**config.mk**
```make
export PLATFORM = sky130hd
export DESIGN_NAME = pfs_port_pin_function_select
export DESIGN_NICKNAME = d
export VERILOG_FILES = /design/src/pfs_pkg.sv /design/src/pfs_pb_pin_cell.sv /design/src/pfs_port_pin_function_select.sv
export SDC_FILE = /design/constraint.sdc
export NUM_CORES = 1
export LEC_CHECK = 0
export BUFFER_PORTS_ARGS = -buffer_cell sky130_fd_sc_hd__buf_2
export CAP_MARGIN = 40
export CORE_AREA = 2 2 130 132
export CTS_CLUSTER_SIZE = 40
export DETAILED_ROUTE_END_ITERATION = 8
export DIE_AREA = 0 0 132 134
export PLACE_DENSITY = 0.67
export SKIP_LAST_GASP = 1
export SYNTH_ARGS = -nofsm -noshare
export SYNTH_HDL_FRONTEND = slang
export SYNTH_SLANG_ARGS = --single-unit
```
**constraint.sdc**
```tcl
create_clock -name clk_sys_i -period 1.65 [get_ports clk_sys_i]
set_input_delay 0.2475 -clock clk_sys_i [delete_from_list [all_inputs] [get_ports clk_sys_i]]
set_output_delay 0.2475 -clock clk_sys_i [all_outputs]
set_load 0.02 [all_outputs]
```
**src/pfs_pkg.sv**
```systemverilog
// Constants, register map and state layout of the port pin function select block.
// Assumes an APB master on the system clock and pad cells resolved outside.
//
// Overview of operation
// RULE1 - Pin 3 of port A acts as port, serial 1 receive, address bit 3 or interrupt request 1.
// RULE2 - Pin 2 acts as port, serial 0 clock, interrupt request 0, address bit 2 or disable request 2.
// RULE3 - Pin 1 acts as port, serial 0 transmit, address bit 1 or output-disable request 1.
// RULE4 - Pin 0 acts as port, serial 0 receive, address bit 0 or output-disable request 0.
// RULE5 - Bits 15, 11, 7 and 3 of the port A function register read as zero and take zero.
// RULE6 - Each port A field top bit resets to one when booting external with ROM off, else zero; code resets it to zero, sets it on the first enabled edge.
// RULE7 - Software picks the address code only in the external-extension modes.
// RULE8 - Port B direction bits 7 to 0 make pins 7 to 0 outputs when one, inputs when zero.
// RULE9 - A port B direction bit acts only while its pin has the general port function.
// RULE10 - In the reduced variant, direction bits 1 and 0 of port B have no effect.
// RULE11 - Bits 15 to 8 of the port B direction register read as zero and take zero.
// RULE12 - The port B direction register resets to zero, so port B starts as inputs.
// RULE13 - Port B has two 16-bit read/write function select registers.
// RULE14 - Each pad takes value and enable from the selected source; inputs go to that user. Code routes no port B pad input to the alternate users.

package pfs_pkg;

   // ----------------------------------------
   // Register map (byte addresses)
   // ----------------------------------------
   localparam logic [7:0] OFS_PA_FSEL = 8'h00;
   localparam logic [7:0] OFS_PB_DIR = 8'h04;
   localparam logic [7:0] OFS_PB_FSEL1 = 8'h08;
   localparam logic [7:0] OFS_PB_FSEL2 = 8'h0c;
   localparam logic [7:0] OFS_STATUS = 8'h10;

   // ----------------------------------------
   // Field layout and reset values
   // ----------------------------------------
   localparam int FIELD_STRIDE = 4;
   localparam int FIELD_W = 3;
   localparam logic [15:0] PA_FSEL_MASK = 16'h7777;
   localparam logic [15:0] PA_BOOT_EXT_MASK = 16'h4444;
   localparam logic [15:0] PB_DIR_MASK = 16'h00ff;
   localparam logic [15:0] PB_FSEL1_MASK = 16'h7700;
   localparam logic [15:0] PB_FSEL2_MASK = 16'h7777;
   localparam logic [15:0] PA_FSEL_RST = 16'h0000;
   localparam logic [15:0] PB_DIR_RST = 16'h0000;
   localparam logic [15:0] PB_FSEL_RST = 16'h0000;
   localparam logic [7:0] PB_REDUCED_MASK = 8'h03;

   // ----------------------------------------
   // Function codes
   // ----------------------------------------
   localparam logic [2:0] FN_PORT = 3'h0;
   localparam logic [2:0] FN_SERIAL = 3'h1;
   localparam logic [2:0] FN_IRQ_PIN2 = 3'h3;
   localparam logic [2:0] FN_ADDR = 3'h4;
   localparam logic [2:0] FN_ALT7 = 3'h7;

   typedef struct packed {
      logic [15:0] pa_fsel;
      logic [15:0] pb_dir;
      logic [15:0] pb_fsel1;
      logic [15:0] pb_fsel2;
      logic boot_done;
      logic pready;
      logic pslverr;
      logic [31:0] prdata;
      logic [3:0] pa_out;
      logic [3:0] pa_oe;
      logic [3:0] pa_gpio_in;
      logic [7:0] pb_out;
      logic [7:0] pb_oe;
      logic [7:0] pb_gpio_in;
      logic ser1_rx;
      logic ser0_rx;
      logic ser0_clk_in;
      logic [1:0] irq_n;
      logic [2:0] poe_n;
   } pfs_state_t;

endpackage

```
**src/pfs_pb_pin_cell.sv**
```systemverilog
// One port B pad cell: chooses between general port and alternate drive.
// Assumes the caller registers the results before they reach the pad.
`timescale 1ns/1ps

module pfs_pb_pin_cell (
   input wire logic is_port_i,
   input wire logic dir_i,
   input wire logic dir_block_i,
   input wire logic gpio_out_i,
   input wire logic alt_out_i,
   input wire logic alt_oe_i,
   output logic pad_out_o,
   output logic pad_oe_o
);

   always_comb begin
      if (is_port_i) begin
         pad_out_o = gpio_out_i;
         pad_oe_o = dir_i & ~dir_block_i; // RULE8 RULE9 RULE10
      end else begin
         pad_out_o = alt_out_i;
         pad_oe_o = alt_oe_i; // RULE14
      end
   end

endmodule

```
**src/pfs_port_pin_function_select.sv**
```systemverilog
// Pin function select for port A pins 3..0 and port B direction/function.
// Assumes an APB master on clk_sys_i and peripherals on the same clock.
//
// The APB interface to the registers and the address map were decided locally.
`timescale 1ns/1ps

module pfs_port_pin_function_select #(
   parameter bit REDUCED_VARIANT = 1'b0
) (
   input wire logic clk_sys_i,
   input wire logic nrst_i,
   input wire logic ce_i,
   // APB slave
   input wire logic psel_i,
   input wire logic penable_i,
   input wire logic pwrite_i,
   input wire logic [7:0] paddr_i,
   input wire logic [31:0] pwdata_i,
   input wire logic [3:0] pstrb_i,
   output logic pready_o,
   output logic [31:0] prdata_o,
   output logic pslverr_o,
   // Boot strap: external-extension mode with on-chip ROM off
   input wire logic boot_ext_rom_off_i,
   // Port A pads and users
   input wire logic [3:0] pad_a_in_i,
   output logic [3:0] pad_a_out_o,
   output logic [3:0] pad_a_oe_o,
   input wire logic [3:0] port_a_gpio_out_i,
   input wire logic [3:0] port_a_gpio_oe_i,
   output logic [3:0] port_a_gpio_in_o,
   input wire logic [3:0] bus_addr_i,
   input wire logic serial0_transmit_i,
   input wire logic serial0_clock_out_i,
   input wire logic serial0_clock_oe_i,
   output logic serial0_clock_in_o,
   output logic serial0_receive_o,
   output logic serial1_receive_o,
   output logic [1:0] interrupt_request_n_o,
   output logic [2:0] output_disable_request_n_o,
   // Port B pads and users
   input wire logic [7:0] pad_b_in_i,
   output logic [7:0] pad_b_out_o,
   output logic [7:0] pad_b_oe_o,
   input wire logic [7:0] port_b_gpio_out_i,
   output logic [7:0] port_b_gpio_in_o,
   input wire logic [7:0] port_b_alt_out_i,
   input wire logic [7:0] port_b_alt_oe_i
);

   // ----------------------------------------
   // Local signals
   // ----------------------------------------
   pfs_pkg::pfs_state_t s_ff;
   pfs_pkg::pfs_state_t nxt_s;
   logic [7:0] pb_is_port;
   logic [7:0] pb_out_c;
   logic [7:0] pb_oe_c;
   logic [7:0] pb_dir_block;

   // ----------------------------------------
   // Port B pad cells
   // ----------------------------------------
   // Unbonded pins in the reduced variant must never drive
   assign pb_dir_block = REDUCED_VARIANT ? pfs_pkg::PB_REDUCED_MASK : 8'h00; // RULE10

   genvar gi;
   generate
      for (gi = 0; gi < 8; gi++) begin : g_pb
         // Pins 1 and 0 have no field here; their reserved bits read 000 = port
         if (gi >= 4) begin : g_hi
            assign pb_is_port[gi] = s_ff.pb_fsel2[pfs_pkg::FIELD_STRIDE * (gi - 4) +:
               pfs_pkg::FIELD_W] == pfs_pkg::FN_PORT; // RULE9
         end else begin : g_lo
            assign pb_is_port[gi] = s_ff.pb_fsel1[pfs_pkg::FIELD_STRIDE * gi +:
               pfs_pkg::FIELD_W] == pfs_pkg::FN_PORT; // RULE9
         end
         pfs_pb_pin_cell u_cell (
            .is_port_i(pb_is_port[gi]),
            .dir_i(s_ff.pb_dir[gi]),
            .dir_block_i(pb_dir_block[gi]),
            .gpio_out_i(port_b_gpio_out_i[gi]),
            .alt_out_i(port_b_alt_out_i[gi]),
            .alt_oe_i(port_b_alt_oe_i[gi]),
            .pad_out_o(pb_out_c[gi]),
            .pad_oe_o(pb_oe_c[gi])
         );
      end
   endgenerate

   // ----------------------------------------
   // Next-state logic
   // ----------------------------------------
   always_comb begin
      logic acc;
      logic [31:0] rd;
      logic mapped;
      logic [15:0] wmask;
      logic [15:0] wd;
      logic [2:0] c3;
      logic [2:0] c2;
      logic [2:0] c1;
      logic [2:0] c0;
      nxt_s = s_ff;
      acc = psel_i & penable_i;
      rd = 32'h0000_0000;
      mapped = 1'b1;
      wmask = {{8{pstrb_i[1]}}, {8{pstrb_i[0]}}};
      wd = pwdata_i[15:0];
      // Field codes of port A pins 3 to 0
      c3 = s_ff.pa_fsel[pfs_pkg::FIELD_STRIDE * 3 +: pfs_pkg::FIELD_W];
      c2 = s_ff.pa_fsel[pfs_pkg::FIELD_STRIDE * 2 +: pfs_pkg::FIELD_W];
      c1 = s_ff.pa_fsel[pfs_pkg::FIELD_STRIDE * 1 +: pfs_pkg::FIELD_W];
      c0 = s_ff.pa_fsel[pfs_pkg::FIELD_STRIDE * 0 +: pfs_pkg::FIELD_W];

      // ----------------------------------------
      // Boot strap capture
      // ----------------------------------------
      // Strap is caught on the first enabled edge after reset release
      // Sampled once, so a strap that moves later cannot rewrite the codes
      if (!s_ff.boot_done) begin
         nxt_s.boot_done = 1'b1;
         if (boot_ext_rom_off_i) begin
            nxt_s.pa_fsel = s_ff.pa_fsel | pfs_pkg::PA_BOOT_EXT_MASK; // RULE6
         end
      end

      // ----------------------------------------
      // Register read data
      // ----------------------------------------
      // APB: one wait state, so prdata and pready both leave flip-flops
      case (paddr_i)
         pfs_pkg::OFS_PA_FSEL: rd = {16'h0000, s_ff.pa_fsel};
         pfs_pkg::OFS_PB_DIR: rd = {16'h0000, s_ff.pb_dir};
         pfs_pkg::OFS_PB_FSEL1: rd = {16'h0000, s_ff.pb_fsel1}; // RULE13
         pfs_pkg::OFS_PB_FSEL2: rd = {16'h0000, s_ff.pb_fsel2}; // RULE13
         // Status: strap captured and variant flag, read only
         pfs_pkg::OFS_STATUS: rd = {30'h0, REDUCED_VARIANT, s_ff.boot_done};
         default: mapped = 1'b0;
      endcase

      // ----------------------------------------
      // APB handshake and register writes
      // ----------------------------------------
      if (acc && !s_ff.pready) begin
         nxt_s.pready = 1'b1;
         // Writes answer zero so no stale read data shows on the bus
         nxt_s.prdata = pwrite_i ? 32'h0000_0000 : rd;
         nxt_s.pslverr = ~mapped;
      end else if (acc && s_ff.pready) begin
         nxt_s.pready = 1'b0;
         nxt_s.pslverr = 1'b0;
         if (pwrite_i && mapped) begin
            case (paddr_i)
               pfs_pkg::OFS_PA_FSEL: nxt_s.pa_fsel = (nxt_s.pa_fsel & ~wmask) |
                  (wd & wmask & pfs_pkg::PA_FSEL_MASK); // RULE5
               pfs_pkg::OFS_PB_DIR: nxt_s.pb_dir = (s_ff.pb_dir & ~wmask) |
                  (wd & wmask & pfs_pkg::PB_DIR_MASK); // RULE11
               pfs_pkg::OFS_PB_FSEL1: nxt_s.pb_fsel1 = (s_ff.pb_fsel1 & ~wmask) |
                  (wd & wmask & pfs_pkg::PB_FSEL1_MASK); // RULE13
               pfs_pkg::OFS_PB_FSEL2: nxt_s.pb_fsel2 = (s_ff.pb_fsel2 & ~wmask) |
                  (wd & wmask & pfs_pkg::PB_FSEL2_MASK); // RULE13
               // Status is read only; a write to it is dropped
               default: nxt_s.pb_dir = s_ff.pb_dir;
            endcase
         end
      end else begin
         // A master that drops the access early must not leave pready stuck
         nxt_s.pready = 1'b0;
         nxt_s.pslverr = 1'b0;
      end

      // ----------------------------------------
      // Port A pin routing
      // ----------------------------------------
      // Prohibited codes leave the pad an idle input
      nxt_s.pa_out = 4'h0;
      nxt_s.pa_oe = 4'h0;
      nxt_s.pa_gpio_in = 4'h0;
      // Unrouted inputs rest at their inactive high level
      nxt_s.ser1_rx = 1'b1;
      nxt_s.ser0_rx = 1'b1;
      nxt_s.ser0_clk_in = 1'b1;
      nxt_s.irq_n = 2'h3;
      nxt_s.poe_n = 3'h7;

      // The address code is honoured in every mode; software keeps it out of single-chip
      case (c3)
         pfs_pkg::FN_PORT: begin
            nxt_s.pa_out[3] = port_a_gpio_out_i[3];
            nxt_s.pa_oe[3] = port_a_gpio_oe_i[3];
            nxt_s.pa_gpio_in[3] = pad_a_in_i[3];
         end
         pfs_pkg::FN_SERIAL: nxt_s.ser1_rx = pad_a_in_i[3]; // RULE1
         pfs_pkg::FN_ADDR: begin
            nxt_s.pa_out[3] = bus_addr_i[3]; // RULE1 RULE7
            nxt_s.pa_oe[3] = 1'b1;
         end
         pfs_pkg::FN_ALT7: nxt_s.irq_n[1] = pad_a_in_i[3]; // RULE1
         default: nxt_s.pa_oe[3] = 1'b0;
      endcase

      case (c2)
         pfs_pkg::FN_PORT: begin
            nxt_s.pa_out[2] = port_a_gpio_out_i[2];
            nxt_s.pa_oe[2] = port_a_gpio_oe_i[2];
            nxt_s.pa_gpio_in[2] = pad_a_in_i[2];
         end
         pfs_pkg::FN_SERIAL: begin
            nxt_s.pa_out[2] = serial0_clock_out_i; // RULE2
            nxt_s.pa_oe[2] = serial0_clock_oe_i;
            nxt_s.ser0_clk_in = pad_a_in_i[2];
         end
         pfs_pkg::FN_IRQ_PIN2: nxt_s.irq_n[0] = pad_a_in_i[2]; // RULE2
         pfs_pkg::FN_ADDR: begin
            nxt_s.pa_out[2] = bus_addr_i[2]; // RULE2
            nxt_s.pa_oe[2] = 1'b1;
         end
         pfs_pkg::FN_ALT7: nxt_s.poe_n[2] = pad_a_in_i[2]; // RULE2
         default: nxt_s.pa_oe[2] = 1'b0;
      endcase

      case (c1)
         pfs_pkg::FN_PORT: begin
            nxt_s.pa_out[1] = port_a_gpio_out_i[1];
            nxt_s.pa_oe[1] = port_a_gpio_oe_i[1];
            nxt_s.pa_gpio_in[1] = pad_a_in_i[1];
         end
         pfs_pkg::FN_SERIAL: begin
            nxt_s.pa_out[1] = serial0_transmit_i; // RULE3
            nxt_s.pa_oe[1] = 1'b1;
         end
         pfs_pkg::FN_ADDR: begin
            nxt_s.pa_out[1] = bus_addr_i[1]; // RULE3
            nxt_s.pa_oe[1] = 1'b1;
         end
         pfs_pkg::FN_ALT7: nxt_s.poe_n[1] = pad_a_in_i[1]; // RULE3
         default: nxt_s.pa_oe[1] = 1'b0;
      endcase

      case (c0)
         pfs_pkg::FN_PORT: begin
            nxt_s.pa_out[0] = port_a_gpio_out_i[0];
            nxt_s.pa_oe[0] = port_a_gpio_oe_i[0];
            nxt_s.pa_gpio_in[0] = pad_a_in_i[0];
         end
         pfs_pkg::FN_SERIAL: nxt_s.ser0_rx = pad_a_in_i[0]; // RULE4
         pfs_pkg::FN_ADDR: begin
            nxt_s.pa_out[0] = bus_addr_i[0]; // RULE4
            nxt_s.pa_oe[0] = 1'b1;
         end
         pfs_pkg::FN_ALT7: nxt_s.poe_n[0] = pad_a_in_i[0]; // RULE4
         default: nxt_s.pa_oe[0] = 1'b0;
      endcase

      // ----------------------------------------
      // Port B pad results
      // ----------------------------------------
      // Port B: pad drive from the cells, inputs only seen in port mode
      nxt_s.pb_out = pb_out_c; // RULE14
      nxt_s.pb_oe = pb_oe_c; // RULE8
      nxt_s.pb_gpio_in = pad_b_in_i & pb_is_port;
   end

   // ----------------------------------------
   // State register
   // ----------------------------------------
   always_ff @(posedge clk_sys_i or negedge nrst_i) begin
      if (!nrst_i) begin
         // Peripheral inputs rest at their inactive high level through reset
         s_ff <= '0;
         s_ff.pa_fsel <= pfs_pkg::PA_FSEL_RST;
         s_ff.pb_dir <= pfs_pkg::PB_DIR_RST; // RULE12
         s_ff.pb_fsel1 <= pfs_pkg::PB_FSEL_RST;
         s_ff.pb_fsel2 <= pfs_pkg::PB_FSEL_RST;
         s_ff.ser1_rx <= 1'b1;
         s_ff.ser0_rx <= 1'b1;
         s_ff.ser0_clk_in <= 1'b1;
         s_ff.irq_n <= 2'h3;
         s_ff.poe_n <= 3'h7;
      end else if (ce_i) begin
         s_ff <= nxt_s;
      end
   end

   // ----------------------------------------
   // Outputs
   // ----------------------------------------
   // Pads and peripherals see registered values only
   assign pready_o = s_ff.pready;
   assign prdata_o = s_ff.prdata;
   assign pslverr_o = s_ff.pslverr;
   assign pad_a_out_o = s_ff.pa_out;
   assign pad_a_oe_o = s_ff.pa_oe;
   assign port_a_gpio_in_o = s_ff.pa_gpio_in;
   assign serial0_clock_in_o = s_ff.ser0_clk_in;
   assign serial0_receive_o = s_ff.ser0_rx;
   assign serial1_receive_o = s_ff.ser1_rx;
   assign interrupt_request_n_o = s_ff.irq_n;
   assign output_disable_request_n_o = s_ff.poe_n;
   assign pad_b_out_o = s_ff.pb_out;
   assign pad_b_oe_o = s_ff.pb_oe;
   assign port_b_gpio_in_o = s_ff.pb_gpio_in;

endmodule

```
==> key figures, run 1 <==
Routing
  • Pre-Repair DR Iteration Count: 4
  • Post-Route WL: 14.5 mm
  • Vias per inst: 4.79
  • DRT iter0 DRCs: 202
  • Post-route DRC violation count: 0
  • Vias: 4399
  • Routed wire per std cell: 15.8 um
  • Antenna viol nets, final: 0

CTS
  • CTS tree: yes
  • Reg clk slew, reported paths: 50 ps
  • Root Buffer: clkbuf_16
  • Later-pin clock latency in the skew report: 410 ps
  • CTS Buf Count: 17
  • CTS Buffer Depth: 2
  • Clock sinks: 127
  • # H-tree levels: 4

Layout
  • Layout cells sized above 1: 0.395
  • Commonest non-fill, non-tap cell in the layout: buf_2
  • Finished Cell Area: 7580 sq um
  • Antenna Cells: 0
  • Most frequent cells in the layout: buf_2 (142), dfrtp_1 (118), nor2_1 (43), inv_1 (39), buf_4 (38)
  • Fill cells: 1557
  • Sequential Area: 3190 sq um
  • Multi-input logic area: 2310 sq um
  • Net count reported at finish: 789
  • Area Growth Syn to Fin: 21.7%

Floorplanning
  • Initial Utilization: 0.382
  • Row cnt: 47
  • I/O pin cnt: 180
  • Die Wd: 132 um
  • Die ar.: 17700 sq um
  • Die height: 134 um
  • Core region area: 16300 sq um

Timing
  • Setup-failing EPs final: 0
  • RSZ-0062 raised after global routing: false
  • FMAX: 634 MHz
  • Period minus WS final: 1580 ps
  • Max Clock Skew: 6.27 ps
  • Final critical-path share of the clock period: 0.956
  • Final Hold Fails: 0
  • Setup TNS: 0 ps
  • Fin. max-slew vios: 0
  • WHS: 59.4 ps

Place
  • Gpl congestion: 0.795
  • IO Port Bufs: 143
  • DP Wirelength: 10.8 mm
  • Placed cell areas: 7010 sq um

Yosys
  • Count of cell types in the netlist: 44
  • Post-Synthesis Cell Area: 6230 sq um
  • Post-synth EDFFs: 0
  • Mapped Cells: 565
  • Flops & latches, synth: 127
  • Warnings, synthesis: 0
  • Post-synth ARST share: 1.00
  • Top_reg_cell synth: dfrtp_1
  • Seq/Total Area, Yosys: 0.512
  • Syn_area_per_cell: 11.0 sq um

Global routing
  • Initial antenna violation count: 0
  • Vias in the first global route: 4379
  • Total grt overflow: 0
  • First-pass GRT wire length: 23.4 mm
  • Largest net degree at the start of global routing: 58
  • Gr usage total: 0.172

Power
  • Max IR drop VDD: 0.712 mV
  • Leak: 0.00379 uW
  • Pwr per Cell Area: 991 nW/um^2
  • Total power: 7510 uW

Status
  • Status: complete, no violations

Worst hold path
  • Worst hold path class: input pin to flip-flop
  • Worst Hold Depth: 3

Worst setup path
  • CP max FO: 6
  • CP endpoint kind: flip-flop
  • Class of the most critical setup path: flip-flop to flip-flop
  • Reg2Reg Depth: 5
  • CP Launch Type: flip-flop
  • Worst EP required: 1940 ps
  • CP arrival: 1870 ps

Flow run
  • MaxCap Viol Count: 0
routing by layer:
metal	vias up	part of all wire	global-route usage
met5	-	0	0
met4	0	0.020	0.0664
met3	21	0.063	0.0522
met2	145	0.44	0.252
met1	2128	0.48	0.238
li1	2105	-	-
worst paths after layout:
kind	from	endpoint	slack, ps
min in group asynchronous	nrst_i	s_ff[119]$_DFFE_PN0P_	290
worst min register to register	prdata_o[10]$_DFFE_PN0P_	prdata_o[10]$_DFFE_PN0P_	460
worst max-delay path	pready_o$_DFFE_PN0P_	flip-flop	70
worst min-delay path	pad_b_in_i[4]	port_b_gpio_in_o[4]$_DFFE_PN0P_	60
max in group asynchronous	nrst_i	interrupt_request_n_o[0]$_DFFE_PN1P_	710
worst max register to register	pready_o$_DFFE_PN0P_	flip-flop	70
cell families after synthesis:
| group | after synthesis | share of synthesized area |
|---|---|---|
| compound gates | 71 | 0.0685 |
| buf+inv | 137 | 0.128 |
| flops | 127 | 0.512 |
| mux | 78 | 0.163 |
| other cells | 1 | 0.000602 |
| simple gates | 151 | 0.128 |
report_power, final:
part           switching [uW]  internal [uW]
Sequential               68.9           3220
Clock                    1280           2210
Combinational             450            280
Total                    1800           5710
layout make-up:
class / count / area share
Sequential cell: 127 / 0.421
Multi-Input combinational cell: 316 / 0.305
Clock buffer: 25 / 0.0654
Inverter: 39 / 0.0193
Tap cell: 220 / 0.0363
Clock inverter: 6 / 0.00759
Timing Repair Buffer: 186 / 0.146
through the flow:
| step | util | setup WS, ps | cells |
|---|---|---|---|
| 2_1_floorplan | - | 17.4 | 580 |
| 3_3_place_gp | 0.430 | -195 | 886 |
| 3_5_place_dp | 0.430 | -238 | 886 |
| 4_1_cts | 0.465 | 9.65 | 918 |
| 5_1_grt | 0.465 | 22.7 | 919 |
| 6_report | 0.465 | 73.3 | 919 |
cells in the mapped netlist (all sizes together), types with 8 or more instances:
cell / n / area [sq um]
a21oi: 22 / 110
dfstp: 8 / 210
dfrtp: 119 / 2980
mux2: 35 / 394
o31ai: 16 / 120
nand3: 13 / 65.1
o21ai: 18 / 90.1
clkbuf: 18 / 68.8
mux4: 15 / 338
buf: 80 / 584
nand2: 24 / 90.1
inv: 39 / 146
mux2i: 28 / 280
and2: 12 / 75.1
nor2: 45 / 171
nor3: 10 / 50.1
nor2b: 15 / 93.8
worst max-delay path, cell delays in order (launching register included):
cell	delay (ps)
dfrtp_2	360
and4_4	240
nand4_1	100
buf_4	190
nor2_4	210
mux2_2	370
what timing repair did:
action                                  CTS  global route
setup buffers                             0             1
gates resized for setup                   0             2
endpoints found under the hold margin    21             0
endpoints found under the setup margin    6            25
pin swaps                                 1             1
hold buffers                              1             0
Power figures use the tool's default switching activity.
==> inputs of run 2 (changes only) <==
--- a/config.mk
+++ b/config.mk
@@ -7,11 +7,11 @@
 export LEC_CHECK = 0
 export BUFFER_PORTS_ARGS = -buffer_cell sky130_fd_sc_hd__buf_2
 export CAP_MARGIN = 40
-export CORE_AREA = 2 2 130 132
+export CORE_AREA = 2 2 149 115
 export CTS_CLUSTER_SIZE = 40
 export DETAILED_ROUTE_END_ITERATION = 8
-export DIE_AREA = 0 0 132 134
-export PLACE_DENSITY = 0.67
+export DIE_AREA = 0 0 151 117
+export PLACE_DENSITY = 0.68
 export SKIP_LAST_GASP = 1
 export SYNTH_ARGS = -nofsm -noshare
 export SYNTH_HDL_FRONTEND = slang
==> key figures, run 2 (synthesis gave the netlist of run 1 again) <==
Status
  • Status: complete, no violations (unchanged)

Floorplanning
  • Initial Utilization: 0.382 (about the same)
  • I/O pin cnt: 180 (unchanged)
  • Die ar.: 17700 sq um (about the same)
  • Die Wd: 151 um (was 132 um)
  • Row cnt: 41 (was 47)
  • Core region area: 16300 sq um (about the same)
  • Die height: 117 um (was 134 um)

Timing
  • Final Hold Fails: 0 (unchanged)
  • Slew HR: 0.611
  • Final critical-path share of the clock period: 0.962 (was 0.956)
  • Period minus WS final: 1590 ps (was 1580 ps)
  • RSZ-0062 raised after global routing: false (unchanged)
  • Post-route worst setup slack: 62.0 ps (was 73.3 ps)
  • Worst-Margin Slew: 584 ps
  • Max Clock Skew: 7.05 ps (was 6.27 ps)
  • Fin. max-slew vios: 0 (unchanged)
  • Setup-failing EPs final: 0 (unchanged)
  • FMAX: 630 MHz (was 634 MHz)

Worst setup path
  • Class of the most critical setup path: flip-flop to flip-flop (unchanged)
  • Flop-to-flop setup slack: 60 ps (was 70 ps)
  • CP arrival: 1880 ps (was 1870 ps)
  • CP Launch Type: flip-flop (unchanged)
  • Worst R2R Start: pready_o$_DFFE_PN0P_ (unchanged)
  • CP endpoint kind: flip-flop (unchanged)
  • Critical path's top delay family: simple AND/OR/NAND/NOR gates (unchanged)
  • Reg2Reg Depth: 6 (was 5)
  • CP max FO: 6 (unchanged)
  • CP max stage cell: dfrtp_2 (was mux2_2)
  • WP buf/inv: 2 (was 1)
  • Critical path cell sequence: and4_4, buf_6, nand4_1, nor2_1, buf_4, mux2_2 (was and4_4, nand4_1, buf_4, nor2_4, mux2_2)
  • Slowest stage delay, CP: 350 ps (was 370 ps)
  • Worst EP required: 1940 ps (about the same)

Power
  • Cell internal pwr: 6370 uW (was 5710 uW)
  • Comb pwr share: 0.088 (was 0.097)
  • Sw Share: 0.230 (was 0.240)
  • Clock Power Share: 0.515 (was 0.465)
  • Sequential share of power: 0.398 (was 0.437)
  • Sw Pwr: 1900 uW (was 1800 uW)
  • Leak: 0.00384 uW (was 0.00379 uW)
  • Total power: 8270 uW (was 7510 uW)
  • Max IR drop VDD: 0.623 mV (was 0.712 mV)
  • Pwr per Cell Area: 1070 nW/um^2 (was 991 nW/um^2)

Global routing
  • Total grt overflow: 0 (unchanged)
  • Gr usage total: 0.179 (was 0.172)
  • First-pass GRT wire length: 23.6 mm (was 23.4 mm)
  • Initial antenna violation count: 1 (was 0)
  • Vias in the first global route: 4282 (was 4379)
  • Largest net degree at the start of global routing: 58 (unchanged)

Place
  • IO Port Bufs: 143 (unchanged)
  • Pre-CTS setup slack: -135 ps (was -238 ps)
  • Gpl congestion: 0.904 (was 0.795)
  • DP Wirelength: 11.2 mm (was 10.8 mm)

CTS
  • Reg clk slew, reported paths: 60 ps (was 50 ps)
  • Clock sinks: 127 (unchanged)
  • CTS Buf Count: 17 (unchanged)
  • Root Buffer: clkbuf_16 (unchanged)
  • Later-pin clock latency in the skew report: 410 ps (about the same)
  • CTS Buffer Depth: 2 (unchanged)
  • # H-tree levels: 4 (unchanged)
  • CTS tree: yes (unchanged)

Layout
  • Post-Route Utilization: 0.472 (was 0.465)
  • Net count reported at finish: 788 (was 789)
  • Layout cells sized above 1: 0.403 (was 0.395)
  • Area Growth Syn to Fin: 23.7% (was 21.7%)
  • Most frequent cells in the layout: buf_2 (142), dfrtp_1 (118), nor2_1 (42), inv_1 (39), buf_4 (36) (was buf_2 (142), dfrtp_1 (118), nor2_1 (43), inv_1 (39), buf_4 (38))
  • Commonest non-fill, non-tap cell in the layout: buf_2 (unchanged)

Routing
  • Routed wire per std cell: 16.6 um (was 15.8 um)
  • Antenna viol nets, final: 0 (unchanged)
  • Post-route DRC violation count: 0 (unchanged)
  • Vias: 4473 (was 4399)
  • DRT iter0 DRCs: 305 (was 202)
  • Post-Route WL: 15.2 mm (was 14.5 mm)
  • Vias per inst: 4.89 (was 4.79)
  • Pre-Repair DR Iteration Count: 4 (unchanged)

Worst hold path
  • Worst Hold Depth: 3 (unchanged)
  • Hold path start: pad_b_in_i[6] (was pad_b_in_i[4])
  • WHS Endpoint: port_b_gpio_in_o[6]$_DFFE_PN0P_ (was port_b_gpio_in_o[4]$_DFFE_PN0P_)
  • Worst hold path class: input pin to flip-flop (unchanged)

Flow run
  • MaxCap Viol Count: 0 (unchanged)
-- run 2: through the flow --
step                      setup TNS (ps)  hold WS (ps)  std cells  area, sq um
final                                  0          54.6        915         7700
after global routing                   0          45.7        914         7700
after CTS                              0          41.0        914         7670
after detailed placement           -4530          94.8        880         6970
after global placement             -3900          92.6        880         6970
after floorplan                        0         -48.1        580         6300
-- run 2: worst max-delay path by stage --
stage	startpoint	endpoint	slack, ps	cells past startpoint
floorplan	pready_o$_DFFE_PN0P_	flip-flop	20	4
global placement	paddr_i[1]	flip-flop	-130	7
detailed placement	paddr_i[1]	flip-flop	-140	7
CTS	pready_o$_DFFE_PN0P_	flip-flop	5	6
global route	pready_o$_DFFE_PN0P_	flip-flop	4	6
finish	pready_o$_DFFE_PN0P_	flip-flop	60	6
-- run 2: area by class of cell --
cell class | count | area [sq um]
multi-input cells | 316 | 2330
inverters | 39 | 146
clock inverters | 10 | 180
clock buffers | 22 | 494
repair buffers | 185 | 1090
fillers | 1531 | 8610
flip-flops and latches | 127 | 3190
diodes | 1 | 2.50
well taps | 215 | 269
-- run 2: tightest hold or removal path, stage by stage --
cell,delay [ps]
buf_2,70
nand3_1,50
o21ai_0,60
-- run 2: power groups by stage --
stage | Clock [uW] | Sequential, uW | Combinational (uW)
2_1_floorplan | 0 | 3310 | 526
3_3_place_gp | 0 | 3340 | 717
3_5_place_dp | 0 | 3340 | 730
4_1_cts | 4330 | 3290 | 732
5_1_grt | 4500 | 3300 | 805
6_report | 4260 | 3290 | 725
-- run 2: what timing repair did --
| action | in CTS | in global routing |
|---|---|---|
| hold buffers | 1 | 0 |
| gates resized for setup | 1 | 7 |
| hold endpoints to repair | 121 | 0 |
| buffers inserted | 1 | 0 |
| gates cloned | 0 | 0 |
| endpoints found under the setup margin | 14 | 32 |
| pin swaps | 1 | 4 |
-- run 2: routing by layer --
layer,wire length (um),vias to the layer above,global-route usage,part of all wire
met5,0,-,0,0
met4,201,0,0.0536,0.013
met3,1100,20,0.0620,0.072
met2,6640,165,0.259,0.44
met1,7270,2179,0.255,0.48
li1,-,2109,-,-
